## src/rtl/sttf_pkg.sv

```systemverilog
package sttf_pkg;

  // task-file register select codes
  localparam logic [3:0] IDX_FEAT = 4'h1;
  localparam logic [3:0] IDX_COUNT = 4'h2;
  localparam logic [3:0] IDX_SECNUM = 4'h3;
  localparam logic [3:0] IDX_CYL_LOW = 4'h4;
  localparam logic [3:0] IDX_CYL_HIGH = 4'h5;
  localparam logic [3:0] IDX_DEVHEAD = 4'h6;
  localparam logic [3:0] IDX_STAT_CMD = 4'h7;
  localparam logic [3:0] IDX_ALT_DEVCTL = 4'he;

  // history slots, one per feature, count and address register
  localparam int NUM_HIST = 5;
  localparam int H_FEAT = 0;
  localparam int H_COUNT = 1;
  localparam int H_SECNUM = 2;
  localparam int H_CYL_LOW = 3;
  localparam int H_CYL_HIGH = 4;

  // status bit positions
  localparam int ST_OCCUPIED = 7;
  localparam int ST_READY = 6;
  localparam int ST_FAULT = 5;
  localparam int ST_SEEK = 4;
  localparam int ST_DREQ = 3;
  localparam int ST_CORR = 2;
  localparam int ST_INDEX = 1;
  localparam int ST_ERR = 0;

  // device control, device/head and error fields
  localparam int DC_HOB = 7;
  localparam int DC_SOFT_RESET = 2;
  localparam int DC_NIEN = 1;
  localparam int ER_ABORT = 2;
  localparam int DH_LBA = 6;

  // reset values
  localparam logic [7:0] RST_TF = 8'h00;
  localparam logic [7:0] RST_DEVHEAD = 8'h00;
  localparam logic [7:0] RST_DEVCTL = 8'h00;
  localparam logic [7:0] RST_ERR = 8'h01;

  // command codes and power report codes
  localparam logic [7:0] CMD_CHK_POWER = 8'he5;
  localparam logic [7:0] CMD_DL_MCODE = 8'h92;
  localparam logic [7:0] CMD_DL_MCODE_DMA = 8'h93;
  localparam logic [7:0] PWR_IDLE_EPC_OFF = 8'hff;
  localparam logic [7:0] PWR_IDLE_EPC_ON = 8'h80;

  // timing
  localparam int CLK_HZ = 50_000_000;
  localparam int TICK_MS = 1;
  localparam int TICK_CYC = CLK_HZ / 1000 * TICK_MS;
  localparam int POR_WINDOW_MS = 500;
  localparam int COMINIT_MAX_MS = 10;
  localparam logic [9:0] POR_WINDOW_TICKS = 10'(POR_WINDOW_MS / TICK_MS);
  localparam logic [15:0] COMPLETION_TIME_LIMIT_MIN_MS = 16'h0032;
  localparam int ERC_UNIT_MS = 100;
  localparam real ERC_MIN_S = 6.5;
  localparam logic [15:0] ERC_MIN_UNITS = 16'(int'(ERC_MIN_S * 1000.0) / ERC_UNIT_MS);

  typedef struct packed {
    logic ready;
    logic seek_done;
    logic data_req;
    logic index;
  } sttf_core_stat_t;

  typedef struct packed {
    logic done;
    logic error;
    logic [47:0] addr;
    logic [3:0] head;
    logic [7:0] count;
    logic [7:0] err_code;
  } sttf_cmpl_t;

  typedef struct packed {
    logic idle;
    logic epc_enabled;
    logic sec_locked;
    logic spin_up;
    logic erc_valid;
    logic [15:0] erc_units;
    logic [15:0] completion_time_limit_ms;
  } sttf_cond_t;

  typedef enum logic [0:0] {
    STTF_IDLE = 1'b0,
    STTF_EXEC = 1'b1
  } sttf_state_t;

endpackage

```

## src/rtl/sttf_taskfile.sv

```systemverilog
module sttf_taskfile #(
  parameter int TICK_CYC = sttf_pkg::TICK_CYC
) (
  input wire logic CLK,
  input wire logic RST_B,
  input wire logic [3:0] REG_SEL,
  input wire logic REG_WR,
  input wire logic REG_RD,
  input wire logic [7:0] REG_WDATA,
  output logic [7:0] REG_RDATA,
  output logic INTRQ,
  input wire sttf_pkg::sttf_core_stat_t CORE_STAT,
  input wire sttf_pkg::sttf_cmpl_t CMPL,
  output logic CMPL_ACK,
  input wire sttf_pkg::sttf_cond_t COND,
  output logic CMD_START,
  output logic [7:0] CMD_CODE,
  output logic [47:0] CMD_ADDR,
  output logic [3:0] CMD_HEAD,
  output logic CMD_LBA_MODE,
  output logic [15:0] CMD_COMPLETION_TIME_LIMIT_MS,
  output logic SOFT_RESET,
  input wire logic COMRESET_REQ,
  output logic COMINIT_SEND
);

  typedef struct packed {
    sttf_pkg::sttf_state_t state;
    logic [7:0] devctl;
    logic [7:0] devhead;
    logic [7:0] err_reg;
    logic [7:0] cmd_code;
    logic err_flag;
    logic int_pend;
    logic [7:0] rdata;
    logic start;
    logic [15:0] completion_time_limit;
    logic [15:0] tick_cnt;
    logic [9:0] por_ticks;
    logic comreset_pend;
    logic cominit;
  } sttf_regs_t;

  sttf_regs_t s_r;
  sttf_regs_t s_nxt;

  logic [sttf_pkg::NUM_HIST-1:0] h_wr;
  logic [sttf_pkg::NUM_HIST-1:0] h_upd;
  logic [7:0] h_wdata;
  logic [7:0] h_cur [sttf_pkg::NUM_HIST];
  logic [7:0] h_prev [sttf_pkg::NUM_HIST];
  logic [7:0] h_upd_cur [sttf_pkg::NUM_HIST];
  logic [7:0] h_upd_prev [sttf_pkg::NUM_HIST];
  logic [7:0] status;
  logic busy;
  logic por_window;
  logic cmd_wr;
  logic cmpl_take;
  logic abort_cmd;
  logic hob;

  function automatic logic [15:0] clamp_completion_time_limit(input logic [15:0] req);
    clamp_completion_time_limit = (req < sttf_pkg::COMPLETION_TIME_LIMIT_MIN_MS) ? sttf_pkg::COMPLETION_TIME_LIMIT_MIN_MS : req;
  endfunction

  function automatic logic [7:0] pick(input logic [7:0] cur, input logic [7:0] prev, input logic hi);
    pick = hi ? prev : cur;
  endfunction

  genvar g;
  generate
    for (g = 0; g < sttf_pkg::NUM_HIST; g++) begin : g_hist
      sttf_hist_reg u_hist (
        .clk(CLK),
        .rst_b(RST_B),
        .wr(h_wr[g]),
        .wdata(h_wdata),
        .upd(h_upd[g]),
        .upd_cur(h_upd_cur[g]),
        .upd_prev(h_upd_prev[g]),
        .cur(h_cur[g]),
        .prev(h_prev[g])
      );
    end
  endgenerate

  assign busy = (s_r.state == sttf_pkg::STTF_EXEC);
  assign hob = s_r.devctl[sttf_pkg::DC_HOB];
  assign por_window = (s_r.por_ticks < sttf_pkg::POR_WINDOW_TICKS);

  // status byte shared by both status views
  always_comb begin
    status = 8'h00;
    status[sttf_pkg::ST_OCCUPIED] = busy;
    status[sttf_pkg::ST_READY] = CORE_STAT.ready;
    status[sttf_pkg::ST_FAULT] = 1'b0;
    status[sttf_pkg::ST_SEEK] = CORE_STAT.seek_done;
    status[sttf_pkg::ST_DREQ] = CORE_STAT.data_req;
    status[sttf_pkg::ST_CORR] = 1'b0;
    status[sttf_pkg::ST_INDEX] = CORE_STAT.index;
    status[sttf_pkg::ST_ERR] = s_r.err_flag;
  end

  assign cmd_wr = REG_WR && (REG_SEL == sttf_pkg::IDX_STAT_CMD) && !busy && !SOFT_RESET;
  assign abort_cmd = (COND.sec_locked && ((REG_WDATA == sttf_pkg::CMD_DL_MCODE) ||
                     (REG_WDATA == sttf_pkg::CMD_DL_MCODE_DMA))) ||
                     (COND.erc_valid && (COND.erc_units < sttf_pkg::ERC_MIN_UNITS));
  assign cmpl_take = busy && CMPL.done && !COND.spin_up;
  assign CMPL_ACK = cmpl_take;

  // history register writes and end-of-command updates
  always_comb begin
    h_wdata = REG_WDATA;
    h_wr = '0;
    h_upd = '0;
    if (REG_WR && !busy && !SOFT_RESET) begin
      case (REG_SEL)
        sttf_pkg::IDX_FEAT: h_wr[sttf_pkg::H_FEAT] = 1'b1;
        sttf_pkg::IDX_COUNT: h_wr[sttf_pkg::H_COUNT] = 1'b1;
        sttf_pkg::IDX_SECNUM: h_wr[sttf_pkg::H_SECNUM] = 1'b1;
        sttf_pkg::IDX_CYL_LOW: h_wr[sttf_pkg::H_CYL_LOW] = 1'b1;
        sttf_pkg::IDX_CYL_HIGH: h_wr[sttf_pkg::H_CYL_HIGH] = 1'b1;
        default: h_wr = '0;
      endcase
    end
    if (cmpl_take) begin
      h_upd[sttf_pkg::H_COUNT] = 1'b1;
      h_upd[sttf_pkg::H_SECNUM] = 1'b1;
      h_upd[sttf_pkg::H_CYL_LOW] = 1'b1;
      h_upd[sttf_pkg::H_CYL_HIGH] = 1'b1;
    end
    h_upd_cur[sttf_pkg::H_FEAT] = h_cur[sttf_pkg::H_FEAT];
    h_upd_prev[sttf_pkg::H_FEAT] = h_prev[sttf_pkg::H_FEAT];
    h_upd_cur[sttf_pkg::H_COUNT] = CMPL.count;
    if (s_r.cmd_code == sttf_pkg::CMD_CHK_POWER && COND.idle) begin
      h_upd_cur[sttf_pkg::H_COUNT] = COND.epc_enabled ? sttf_pkg::PWR_IDLE_EPC_ON :
                                     sttf_pkg::PWR_IDLE_EPC_OFF;
    end
    h_upd_prev[sttf_pkg::H_COUNT] = h_prev[sttf_pkg::H_COUNT];
    h_upd_cur[sttf_pkg::H_SECNUM] = CMPL.addr[7:0];
    h_upd_prev[sttf_pkg::H_SECNUM] = CMPL.addr[31:24];
    h_upd_cur[sttf_pkg::H_CYL_LOW] = CMPL.addr[15:8];
    h_upd_prev[sttf_pkg::H_CYL_LOW] = CMPL.addr[39:32];
    h_upd_cur[sttf_pkg::H_CYL_HIGH] = CMPL.addr[23:16];
    h_upd_prev[sttf_pkg::H_CYL_HIGH] = CMPL.addr[47:40];
  end

  always_comb begin
    s_nxt = s_r;
    s_nxt.start = 1'b0;
    s_nxt.cominit = 1'b0;

    // 1 ms enable and power-on window count
    if (s_r.tick_cnt == 16'(TICK_CYC - 1)) begin
      s_nxt.tick_cnt = 16'h0000;
      if (por_window) begin
        s_nxt.por_ticks = s_r.por_ticks + 10'h001;
      end
    end else begin
      s_nxt.tick_cnt = s_r.tick_cnt + 16'h0001;
    end

    // link reset reply held back inside the power-on window
    if (COMRESET_REQ) begin
      s_nxt.comreset_pend = 1'b1;
    end else if (s_r.comreset_pend && !por_window) begin
      s_nxt.comreset_pend = 1'b0;
      s_nxt.cominit = 1'b1;
    end

    // register reads
    if (REG_RD) begin
      if (busy) begin
        s_nxt.rdata = status;
      end else begin
        case (REG_SEL)
          sttf_pkg::IDX_FEAT: s_nxt.rdata = s_r.err_reg;
          sttf_pkg::IDX_COUNT: s_nxt.rdata = pick(h_cur[sttf_pkg::H_COUNT], h_prev[sttf_pkg::H_COUNT], hob);
          sttf_pkg::IDX_SECNUM: s_nxt.rdata = pick(h_cur[sttf_pkg::H_SECNUM], h_prev[sttf_pkg::H_SECNUM], hob);
          sttf_pkg::IDX_CYL_LOW: s_nxt.rdata = pick(h_cur[sttf_pkg::H_CYL_LOW],
                                                    h_prev[sttf_pkg::H_CYL_LOW], hob);
          sttf_pkg::IDX_CYL_HIGH: s_nxt.rdata = pick(h_cur[sttf_pkg::H_CYL_HIGH],
                                                     h_prev[sttf_pkg::H_CYL_HIGH], hob);
          sttf_pkg::IDX_DEVHEAD: s_nxt.rdata = s_r.devhead;
          sttf_pkg::IDX_STAT_CMD: s_nxt.rdata = status;
          sttf_pkg::IDX_ALT_DEVCTL: s_nxt.rdata = status;
          default: s_nxt.rdata = 8'h00;
        endcase
      end
      if (REG_SEL == sttf_pkg::IDX_STAT_CMD) begin
        s_nxt.int_pend = 1'b0;
      end
    end

    // register writes
    if (REG_WR) begin
      if (REG_SEL == sttf_pkg::IDX_ALT_DEVCTL) begin
        s_nxt.devctl = REG_WDATA;
      end else if (REG_SEL == sttf_pkg::IDX_DEVHEAD && !busy && !SOFT_RESET) begin
        s_nxt.devhead = REG_WDATA;
      end
    end

    if (cmd_wr) begin
      s_nxt.devctl[sttf_pkg::DC_HOB] = 1'b0;
      s_nxt.cmd_code = REG_WDATA;
      s_nxt.err_flag = 1'b0;
      s_nxt.int_pend = 1'b0;
      if (abort_cmd) begin
        s_nxt.err_reg = 8'h00;
        s_nxt.err_reg[sttf_pkg::ER_ABORT] = 1'b1;
        s_nxt.err_flag = 1'b1;
        s_nxt.int_pend = !s_r.devctl[sttf_pkg::DC_NIEN];
      end else begin
        s_nxt.state = sttf_pkg::STTF_EXEC;
        s_nxt.start = 1'b1;
        s_nxt.completion_time_limit = clamp_completion_time_limit(COND.completion_time_limit_ms);
      end
    end

    // command end; new interrupt wins over an acknowledge in the same cycle
    if (cmpl_take) begin
      s_nxt.state = sttf_pkg::STTF_IDLE;
      s_nxt.err_reg = CMPL.err_code;
      s_nxt.err_flag = CMPL.error;
      s_nxt.devhead[3:0] = CMPL.head;
      if (!s_r.devctl[sttf_pkg::DC_NIEN]) begin
        s_nxt.int_pend = 1'b1;
      end
    end

    // soft reset holds the block idle
    if (s_r.devctl[sttf_pkg::DC_SOFT_RESET]) begin
      s_nxt.state = sttf_pkg::STTF_IDLE;
      s_nxt.int_pend = 1'b0;
      s_nxt.err_flag = 1'b0;
      s_nxt.err_reg = sttf_pkg::RST_ERR;
      s_nxt.start = 1'b0;
    end
  end

  always_ff @(posedge CLK or negedge RST_B) begin
    if (!RST_B) begin
      s_r.state <= sttf_pkg::STTF_IDLE;
      s_r.devctl <= sttf_pkg::RST_DEVCTL;
      s_r.devhead <= sttf_pkg::RST_DEVHEAD;
      s_r.err_reg <= sttf_pkg::RST_ERR;
      s_r.cmd_code <= sttf_pkg::RST_TF;
      s_r.err_flag <= 1'b0;
      s_r.int_pend <= 1'b0;
      s_r.rdata <= 8'h00;
      s_r.start <= 1'b0;
      s_r.completion_time_limit <= sttf_pkg::COMPLETION_TIME_LIMIT_MIN_MS;
      s_r.tick_cnt <= 16'h0000;
      s_r.por_ticks <= 10'h000;
      s_r.comreset_pend <= 1'b0;
      s_r.cominit <= 1'b0;
    end else begin
      s_r <= s_nxt;
    end
  end

  assign REG_RDATA = s_r.rdata;
  assign INTRQ = s_r.int_pend && !s_r.devctl[sttf_pkg::DC_NIEN];
  assign CMD_START = s_r.start;
  assign CMD_CODE = s_r.cmd_code;
  assign CMD_ADDR = {h_prev[sttf_pkg::H_CYL_HIGH], h_prev[sttf_pkg::H_CYL_LOW], h_prev[sttf_pkg::H_SECNUM],
                     h_cur[sttf_pkg::H_CYL_HIGH], h_cur[sttf_pkg::H_CYL_LOW], h_cur[sttf_pkg::H_SECNUM]};
  assign CMD_HEAD = s_r.devhead[3:0];
  assign CMD_LBA_MODE = s_r.devhead[sttf_pkg::DH_LBA];
  assign CMD_COMPLETION_TIME_LIMIT_MS = s_r.completion_time_limit;
  assign SOFT_RESET = s_r.devctl[sttf_pkg::DC_SOFT_RESET];
  assign COMINIT_SEND = s_r.cominit;

endmodule // sttf_taskfile

```

## src/rtl/sttf_hist_reg.sv

```systemverilog
// one task-file byte with its previous-content slot
module sttf_hist_reg (
  input wire logic clk,
  input wire logic rst_b,
  input wire logic wr,
  input wire logic [7:0] wdata,
  input wire logic upd,
  input wire logic [7:0] upd_cur,
  input wire logic [7:0] upd_prev,
  output logic [7:0] cur,
  output logic [7:0] prev
);

  typedef struct packed {
    logic [7:0] cur;
    logic [7:0] prev;
  } sttf_hist_t;

  sttf_hist_t s_r;
  sttf_hist_t s_nxt;

  always_comb begin
    s_nxt = s_r;
    if (upd) begin
      s_nxt.cur = upd_cur;
      s_nxt.prev = upd_prev;
    end else if (wr) begin
      s_nxt.prev = s_r.cur;
      s_nxt.cur = wdata;
    end
  end

  always_ff @(posedge clk or negedge rst_b) begin
    if (!rst_b) begin
      s_r <= {sttf_pkg::RST_TF, sttf_pkg::RST_TF};
    end else begin
      s_r <= s_nxt;
    end
  end

  assign cur = s_r.cur;
  assign prev = s_r.prev;

endmodule // sttf_hist_reg

```

## config.mk

```make
export PLATFORM = sky130hd
export DESIGN_NAME = sttf_taskfile
export DESIGN_NICKNAME = d
export VERILOG_FILES = /design/src/rtl/sttf_pkg.sv /design/src/rtl/sttf_taskfile.sv /design/src/rtl/sttf_hist_reg.sv
export SDC_FILE = /design/constraint.sdc
export NUM_CORES = 1
export LEC_CHECK = 0
export ABC_AREA = 1
export BUFFER_PORTS_ARGS = -buffer_cell sky130_fd_sc_hd__buf_2
export CORE_MARGIN = 2
export CORE_UTILIZATION = 52
export DETAILED_ROUTE_END_ITERATION = 16
export GPL_ROUTABILITY_DRIVEN = 0
export GPL_TIMING_DRIVEN = 0
export HOLD_SLACK_MARGIN = 0.08
export PLACE_DENSITY = 0.79
export SLEW_MARGIN = 20
export SYNTH_ARGS = -nofsm -noshare
export SYNTH_HDL_FRONTEND = slang
export SYNTH_HIERARCHICAL = 1
export SYNTH_SLANG_ARGS = --single-unit
```

## constraint.sdc

```tcl
create_clock -name CLK -period 3.05 [get_ports CLK]
set_input_delay 0.4575 -clock CLK [delete_from_list [all_inputs] [get_ports CLK]]
set_output_delay 0.4575 -clock CLK [all_outputs]
set_load 0.01 [all_outputs]
```

After elaboration in Yosys (flattened, before gate mapping). Index checks and enable logic that the tools add are counted.

Magnitude comparators: 3. Multiplexer cells: 49. Add/subtract/negate cells: 2. Reduce and logical (&&, ||, !) cells: 42. Equal/unequal tests: 14. Bitwise logic cells: 3.

Operator list (number): $mux W16 (11); $mux W8 (11); $pmux W8 S7 (1); $mux W17 (2); $eq A8 B8 Y1 const B (3); $mux W18 (1); $reduce_bool A2 Y1 (9); $add A16 B1 Y16 const B (1); $eq A16 B16 Y1 const B (1); $eq A4 B3 Y1 const B (4); $lt A16 B6 Y1 const B (1); $lt A16 B7 Y1 const B (1); $logic_and A1 B1 Y1 (14); $reduce_and A2 Y1 (7); $mux W1 (13); $mux W12 (1); $add A10 B1 Y10 const B (1); $lt A10 B9 Y1 const B (1); $mux W2 (5); $mux W9 (1); $eq A4 B2 Y1 const B (2); $mux W7 (1); $reduce_and A3 Y1 (2); $reduce_bool A3 Y1 (2); 10 further kinds (17).

Output and inout port bits: 90. Bits of input ports: 128. Word-level logic and storage cells: 137. Flip-flop bits (word level): 152.

Logic depth before layout (Yosys ltp). Gate-level depths: netlist of the first run.

Depth after elaboration: 9. Mapped depth: 11.

By module. The synthesis of the first run kept the hierarchy.

By module, submodules not included: sttf_taskfile (instances 1, area an instance 5141.2 um2, cells an instance 727); sttf_hist_reg (instances 4, area an instance 772.0 um2, cells an instance 88).

Least setup slack after synthesis of the first run. Ideal clock, no wire load.

Path kind: input -> register. Start point: input port CMPL[69] (netlist name). End point: register g_hist[2].u_hist.s_r (netlist bit g_hist[2].u_hist/prev[2]). Data arrival time: 1.662 ns. Required time: 2.926 ns. Buffers on the path: 3. Stages on the path: 8. Path slack: 1.264 ns. Path through: nand2_1 -> nor2_1 -> clkbuf_1 -> buf_6 -> inv_2 -> buf_6 -> nand3_1 -> nand3_1.

Longest elaborated chain between the ends: 4.

Ends and longest elaborated chain: start, declared (RTL line sttf_taskfile.sv:13) `input wire sttf_pkg::sttf_cmpl_t CMPL,`; $logic_and A1 B1 Y1 (*) (2 in a row) (RTL line sttf_taskfile.sv:108) `assign cmpl_take = busy && CMPL.done && !COND.spin_up;`; net CMPL_ACK (RTL line sttf_taskfile.sv:14) `output logic CMPL_ACK,`; $mux W4 (*) (RTL line sttf_taskfile.sv:126) `if (cmpl_take) begin`; $mux W16 / $reduce_bool A2 Y1 (equally long branches); end signal, assigned (RTL line sttf_hist_reg.sv:35) `s_r <= {sttf_pkg::RST_TF, sttf_pkg::RST_TF};`; end signal, assigned (RTL line sttf_hist_reg.sv:37) `s_r <= s_nxt;`; end, declared (RTL line sttf_hist_reg.sv:19) `sttf_hist_t s_r;`.

Mark *: on every way through the listed nets, which the timed path passes. The rest lies on a longest branch. A chain may end at the register's enable or synchronous reset.

Worst setup path in the final report of the first run.
Start point: register s_r (netlist bit busy). End point: output port CMPL_ACK.

Longest elaborated chain between the ends: 2.

Ends and longest elaborated chain: start, declared (RTL line sttf_taskfile.sv:44) `sttf_regs_t s_r;`; start signal, assigned (RTL line sttf_taskfile.sv:259) `s_r <= s_nxt;`; $logic_and A1 B1 Y1 (2 in a row) (RTL line sttf_taskfile.sv:108); end, declared (RTL line sttf_taskfile.sv:14).

No other way between the ends.

==> out/qor.csv, run 1 <==
stage;metric;value;unit
floorplanning;DIE AREA;0.0168;mm²
synth;Yosys top cell by area;dfrtp_1;
worst_setup_path;crit path DAT;2.24;ns
final_layout;nets;1447;
final_layout;Finished Cell Area;0.0102;mm²
power_and_ir_drop;overall power;7380;µW
floorplanning;Die Wd;130;µm
hold_path;Hold Crit Start;COMRESET_REQ;
drt;WL/cell;15.2;µm
grt;GRT Residual Overflow;0;
synth;top-area cell type share of the netlist area;0.435;
grt;number of global-route vias before repair;7365;
floorplanning;# IOs;218;
synth;Post-Synthesis Cell Area;0.00823;mm²
final_layout;Layout Utilization;0.668;
worst_setup_path;Startpoint Class;flip-flop;
synth;Cell variety after synth;44;
synth;synthesized area per cell;7.63;µm²
clock_network;H-tree depth;4;
place;I/O Buffers;217;
floorplanning;Initial Util;0.537;
sta;count of pins over their slew limit;0;
hold_path;Hold Path Class;primary input to flip-flop;
floorplanning;die height;130;µm
floorplanning;Core Area;0.0153;mm²
sta;fmax;371;MHz
worst_setup_path;Setup Crit Path Kind;flip-flop to primary output;
sta;RSZ-0062 raised after global routing;false;
worst_setup_path;worst path required time;2.59;ns
grt;first-pass GRT wire length;36.8;mm
sta;worst clock skew;0.00605;ns
worst_setup_path;RR Startpoint;busy;
synth;Top FF cell, synth;dfrtp_1;
status;status;finished, final reports clean;
power_and_ir_drop;Leak;0.00558;µW
drt;vias per cell;5.23;
worst_setup_path;critical path launch point;busy;
clock_network;setup repair bufs after CTS;0;
sta;Slew @ Worst Pin;1.06;ns
clock_network;Root Buffer;clkbuf_16;
place;Post-DP Area;0.00962;mm²
synth;top post-synthesis cells by area;dfrtp_1 43%, nand2_1 20%, nand3_1 9.6%;
sta;Relative slew margins;0.292;
drt;Antenna Nets Post-Route;0;
sta;fin crit share;0.883;
synth;synthesized flop and latch total;147;
synth;Synth Instances;1079;
synth;ys async rst share;1.00;
drt;detailed-route via count;8066;
power_and_ir_drop;PD cells;721;mW/mm²
synth;YS warnings;6;
final_layout;layout cells sized above 1;0.274;
worst_setup_path;Critical Path End Type;primary output;
drt;Routed Wire Length;23.4;mm
job;max_cap viols;0;
final_layout;most common cell after layout, fill and taps aside;nand2_1;
clock_network;Num CTS Buffers;17;
place;HPWL Detailed;17.4;mm
drt;DR pass1 iterations;5;
final_layout;Layout area overhead;24.3;%
power_and_ir_drop;peak supply drop;516;µV
final_layout;ANT cells;0;
synth;Seq/Total Area, Yosys;0.448;
clock_network;Clock Latency Late Sink;0.42;ns
grt;initial antenna violation count;3;
drt;DRC Markers;0;
clock_network;CTS tree;yes;
synth;Synth Net Count;1209;
clock_network;TritonCTS Sinks;147;
sta;Setup-failing EPs final;0;
grt;Global Route Usage Sum;0.282;
sta;fin crit period;2.69;ns
grt;largest net degree at the start of global routing;100;
final_layout;most frequent cells in the layout;444 x nand2_1, 225 x buf_2, 158 x nand3_1;
sta;final hold violations;0;
worst_setup_path;worst-path fanout max;14;
clock_network;clock-pin slew on the worst setup and hold paths;0.06;ns
drt;DRT iter0 DRCs;673;
clock_network;CTS Buffer Depth;2;
floorplanning;row cnt;45;
synth;EDFF count, synth;0;
report_power, final:
part	internal (µW)	switching, µW	leakage [µW]	total [µW]
Clock	1350	806	0.000289	2150
Combinational	946	1140	0.00340	2080
Sequential	2550	590	0.00189	3140
sequential cells by signal (all words and copies together) (netlist names):
signal / cells
CMD_LBA_MODE: 1
g_hist.u_hist/prev: 32
CMD_HEAD: 4
g_hist.u_hist/cur: 32
busy: 1
REG_RDATA: 8
SOFT_RESET: 1
s_r: 41
COMINIT_SEND: 1
CMD_CODE: 8
CMD_START: 1
CMD_COMPLETION_TIME_LIMIT_MS: 16
hob: 1
kinds of logic (layout without fill, tap and decap cells):
family,Yosys count,count (layout),share of synthesized area
AOI/OAI and AO/OA,51,51,0.0373
xor gates and xnor gates,13,13,0.0138
and+or+nand+nor,721,721,0.394
DFF,147,147,0.448
buffers and inverters,145,396,0.104
adders and majority gates,2,2,0.00304
cell usage after synthesis, types with 2 or more instances:
| cell | n |
|---|---|
| a21oi_1 | 12 |
| a31o_2 | 2 |
| buf_2 | 9 |
| buf_4 | 41 |
| buf_6 | 19 |
| clkbuf_1 | 8 |
| dfrtp_1 | 143 |
| dfstp_2 | 4 |
| ha_1 | 2 |
| inv_1 | 58 |
| inv_2 | 8 |
| nand2_1 | 444 |
| nand3_1 | 158 |
| nand3_2 | 10 |
| nand3_4 | 2 |
| nand3b_1 | 3 |
| nand4_1 | 16 |
| nor2_1 | 54 |
| nor2_2 | 3 |
| nor2_4 | 2 |
| nor2_8 | 6 |
| nor3_1 | 9 |
| nor3b_1 | 3 |
| nor4_1 | 3 |
| o211ai_1 | 2 |
| o21ai_0 | 23 |
| o21ai_2 | 4 |
| o311ai_1 | 3 |
| or2_2 | 2 |
| xor2_1 | 12 |
routing by layer:
layer  wire length, µm  vias up  GRT usage
met1              9850     3714      0.374
met3              1960       54     0.0689
met5                43        -          0
met4               667        6     0.0999
li1                  -     3919          -
met2             10900      373      0.455
stage by stage:
step | std cells | hold WS, ns | setup TNS [ns] | setup WS (ns)
floorplan | 1079 | 0.162 | 0 | 1.26
global placement | 1507 | 0.453 | -87.44 | -0.623
detailed placement | 1508 | 0.385 | 0 | 0.725
CTS | 1541 | 0.198 | 0 | 0.390
global route | 1541 | 0.193 | 0 | 0.287
finish | 1541 | 0.206 | 0 | 0.356
worst max-delay path: stages, from the launching register on:
cell and delay (ns):
dfrtp_1 0.34, buf_6 0.14, nand2_1 0.05, nor2_1 0.19
clkbuf_1 0.82, buf_2 0.28
worst paths after layout:
path | to | slack [ns] | cells after the start
min in group asynchronous | CMD_COMPLETION_TIME_LIMIT_MS[8] | 0.53 | 2
worst min register to register | CMD_COMPLETION_TIME_LIMIT_MS[1] | 0.47 | 2
worst max register to register | g_hist[2].u_hist/prev[2] | 0.74 | 9
max in group asynchronous | g_hist[4].u_hist/cur[6] | 1.72 | 3
worst min-delay path | COMINIT_SEND | 0.21 | 2
worst max-delay path | CMPL_ACK | 0.36 | 5
area by class of cell:
cell class	instances	area, µm²
buffer	77	597
clock buffer	23	478
clock inverter	9	128
fill	1370	5080
inverter	68	258
multi-input combinational	787	3690
sequential	147	3680
tap	211	264
timing repair buffer	219	1130
timing repair:
| item | in CTS | in global routing |
|---|---|---|
| resized for setup | 0 | 0 |
| hold buffers | 1 | 0 |
| hold endpoints to repair | 46 | 0 |
Note: power is estimated with default switching activity, not from simulation.
==> run 2: changes to the inputs <==
PLACE_DENSITY = 0.85   (was 0.79)
==> run 2 against run 1 <==
  * Routed wire length grew 0.32%
  * Non-clock buffer count is the same
  * Clock skew grew 0.0024 ns
  * Combinational power is essentially flat
  * Power shrank 0.72%
  * Critical path type unchanged
  * Largest cell class unchanged
  * Highest routed layer unchanged
==> out/qor.csv, run 2 (synthesis gave the netlist of run 1 again) <==
stage;metric;value;unit;change
status;status;finished, final reports clean;;
grt;initial antenna violation count;3;;unchanged
place;placed insts;1508;;unchanged
floorplanning;# IOs;218;;unchanged
clock_network;H-tree depth;4;;unchanged
grt;number of global-route vias before repair;7394;;+0.39%
sta;final hold violations;0;;unchanged
place;I/O Buffers;217;;unchanged
floorplanning;row cnt;45;;unchanged
drt;vias per cell;5.24;;about the same
floorplanning;die height;130;µm;unchanged
sta;count of pins over their slew limit;0;;unchanged
job;max_cap viols;0;;unchanged
drt;DRC Markers;0;;unchanged
final_layout;most common cell after layout, fill and taps aside;nand2_1;;
floorplanning;Die Wd;130;µm;unchanged
drt;detailed-route via count;8084;;+0.22%
drt;Antenna Nets Post-Route;0;;unchanged
place;pre-CTS setup slack;0.724;ns;-0.000690 ns
clock_network;CTS tree;yes;;
worst_setup_path;worst-path fanout max;14;;unchanged
worst_setup_path;crit path DAT;2.26;ns;+0.02 ns
sta;Setup-failing EPs final;0;;unchanged
sta;Slew @ Worst Pin;1.08;ns;+0.0215 ns
power_and_ir_drop;PD cells;717;mW/mm²;-0.59%
clock_network;cts-stage hold buffer count;1;;unchanged
drt;Routed Wire Length;23.5;mm;+0.32%
hold_path;Hold Path Class;primary input to flip-flop;;
clock_network;setup repair bufs after CTS;0;;unchanged
power_and_ir_drop;Leak;0.00557;µW;-0.26%
worst_setup_path;Startpoint Class;flip-flop;;
grt;GRT Residual Overflow;0;;unchanged
floorplanning;Initial Util;0.537;;unchanged
clock_network;PostCTS Resize Cnt;0;;unchanged
sta;RSZ-0062 raised after global routing;false;;
hold_path;Hold Path Depth;2;;unchanged
grt;largest net degree at the start of global routing;76;;-24%
sta;fmax;368;MHz;-0.85%
sta;Worst Slack Setup Final;0.333;ns;-0.0231 ns
final_layout;Final Non-Filler Cells;1543;;+0.13%
sta;total negative slack;0;ns;unchanged
drt;DRT iter0 DRCs;758;;+13%
power_and_ir_drop;peak supply drop;472;µV;-8.6%
sta;fin crit share;0.891;;+0.00756
place;HPWL Detailed;17.5;mm;+0.65%
worst_setup_path;Critical Path End Type;primary output;;
floorplanning;DIE AREA;0.0168;mm²;unchanged
clock_network;clock-pin slew on the worst setup and hold paths;0.06;ns;about the same
clock_network;Num CTS Buffers;17;;unchanged
worst_setup_path;R2R cell count;9;;unchanged
sta;worst clock skew;0.00843;ns;+0.00238 ns
drt;WL/cell;15.2;µm;+0.19%
floorplanning;Core Area;0.0153;mm²;unchanged
final_layout;most frequent cells in the layout;444 x nand2_1, 225 x buf_2, 158 x nand3_1;;
sta;fin crit period;2.72;ns;+0.0231 ns
drt;DR pass1 iterations;6;;+1
final_layout;Largest register FFs;41;;unchanged
worst_setup_path;worst path required time;2.59;ns;about the same
final_layout;nets;1447;;unchanged
final_layout;Layout area overhead;24.2;%;
clock_network;CTS Buffer Depth;2;;unchanged
worst_setup_path;Setup Crit Path Kind;flip-flop to primary output;;
final_layout;largest reg by FF count;s_r;;
clock_network;Root Buffer;clkbuf_16;;
grt;Global Route Usage Sum;0.283;;+0.000820
grt;first-pass GRT wire length;36.8;mm;about the same
sta;Relative slew margins;0.278;;-0.0143
worst_setup_path;reg-to-reg slack, setup;0.72;ns;-0.02 ns
clock_network;Clock Latency Late Sink;0.42;ns;about the same
final_layout;layout cells sized above 1;0.276;;+0.00150
clock_network;TritonCTS Sinks;147;;unchanged
==> run 2: path summary, 6_finish.rpt <==
check	startpoint	end
min in group asynchronous	RST_B	s_r[22]
worst max register to register	busy	g_hist[4].u_hist/prev[4]
worst min-delay path	COMRESET_REQ	COMINIT_SEND
worst min register to register	CMD_COMPLETION_TIME_LIMIT_MS[4]	CMD_COMPLETION_TIME_LIMIT_MS[4]
max in group asynchronous	RST_B	g_hist[3].u_hist/prev[0]
worst max-delay path	busy	CMPL_ACK
==> run 2: report_power, final <==
group	total (µW)	internal, µW	switching (µW)
combinational	2110	946	1160
sequential	3140	2550	589
clock	2080	1250	830
==> run 2: worst max-delay path, cell delays in order (launching register included) <==
cell and delay, ns:
dfrtp_1 0.33, buf_6 0.14, nand2_1 0.05, nor2_1 0.20, clkbuf_1 0.84, buf_2 0.28
==> run 2: through the flow <==
stage,power (µW),hold slack (ns),utilization,area (µm²)
final,7320,0.206,0.667,10200
after global routing,7730,0.199,0.667,10200
after floorplan,4230,0.162,-,8230
after CTS,7330,0.191,0.667,10200
after global placement,5170,0.450,0.625,9580
after detailed placement,5240,0.453,0.628,9620
==> run 2: area by class of cell <==
class | count | area, µm²
inverters | 68 | 258
well taps | 211 | 264
clock buffers | 20 | 457
repair buffers | 219 | 1130
plain buffers | 77 | 597
fillers | 1319 | 5100
clock inverters | 12 | 130
multi-input cells | 787 | 3690
flip-flops and latches | 147 | 3680
diodes | 2 | 5.00
==> run 2: layer usage <==
layer / global-route usage / share of wire
met3: 0.0775 / 0.092
met5: 0 / 0.00055
met2: 0.451 / 0.46
met1: 0.373 / 0.42
met4: 0.101 / 0.029
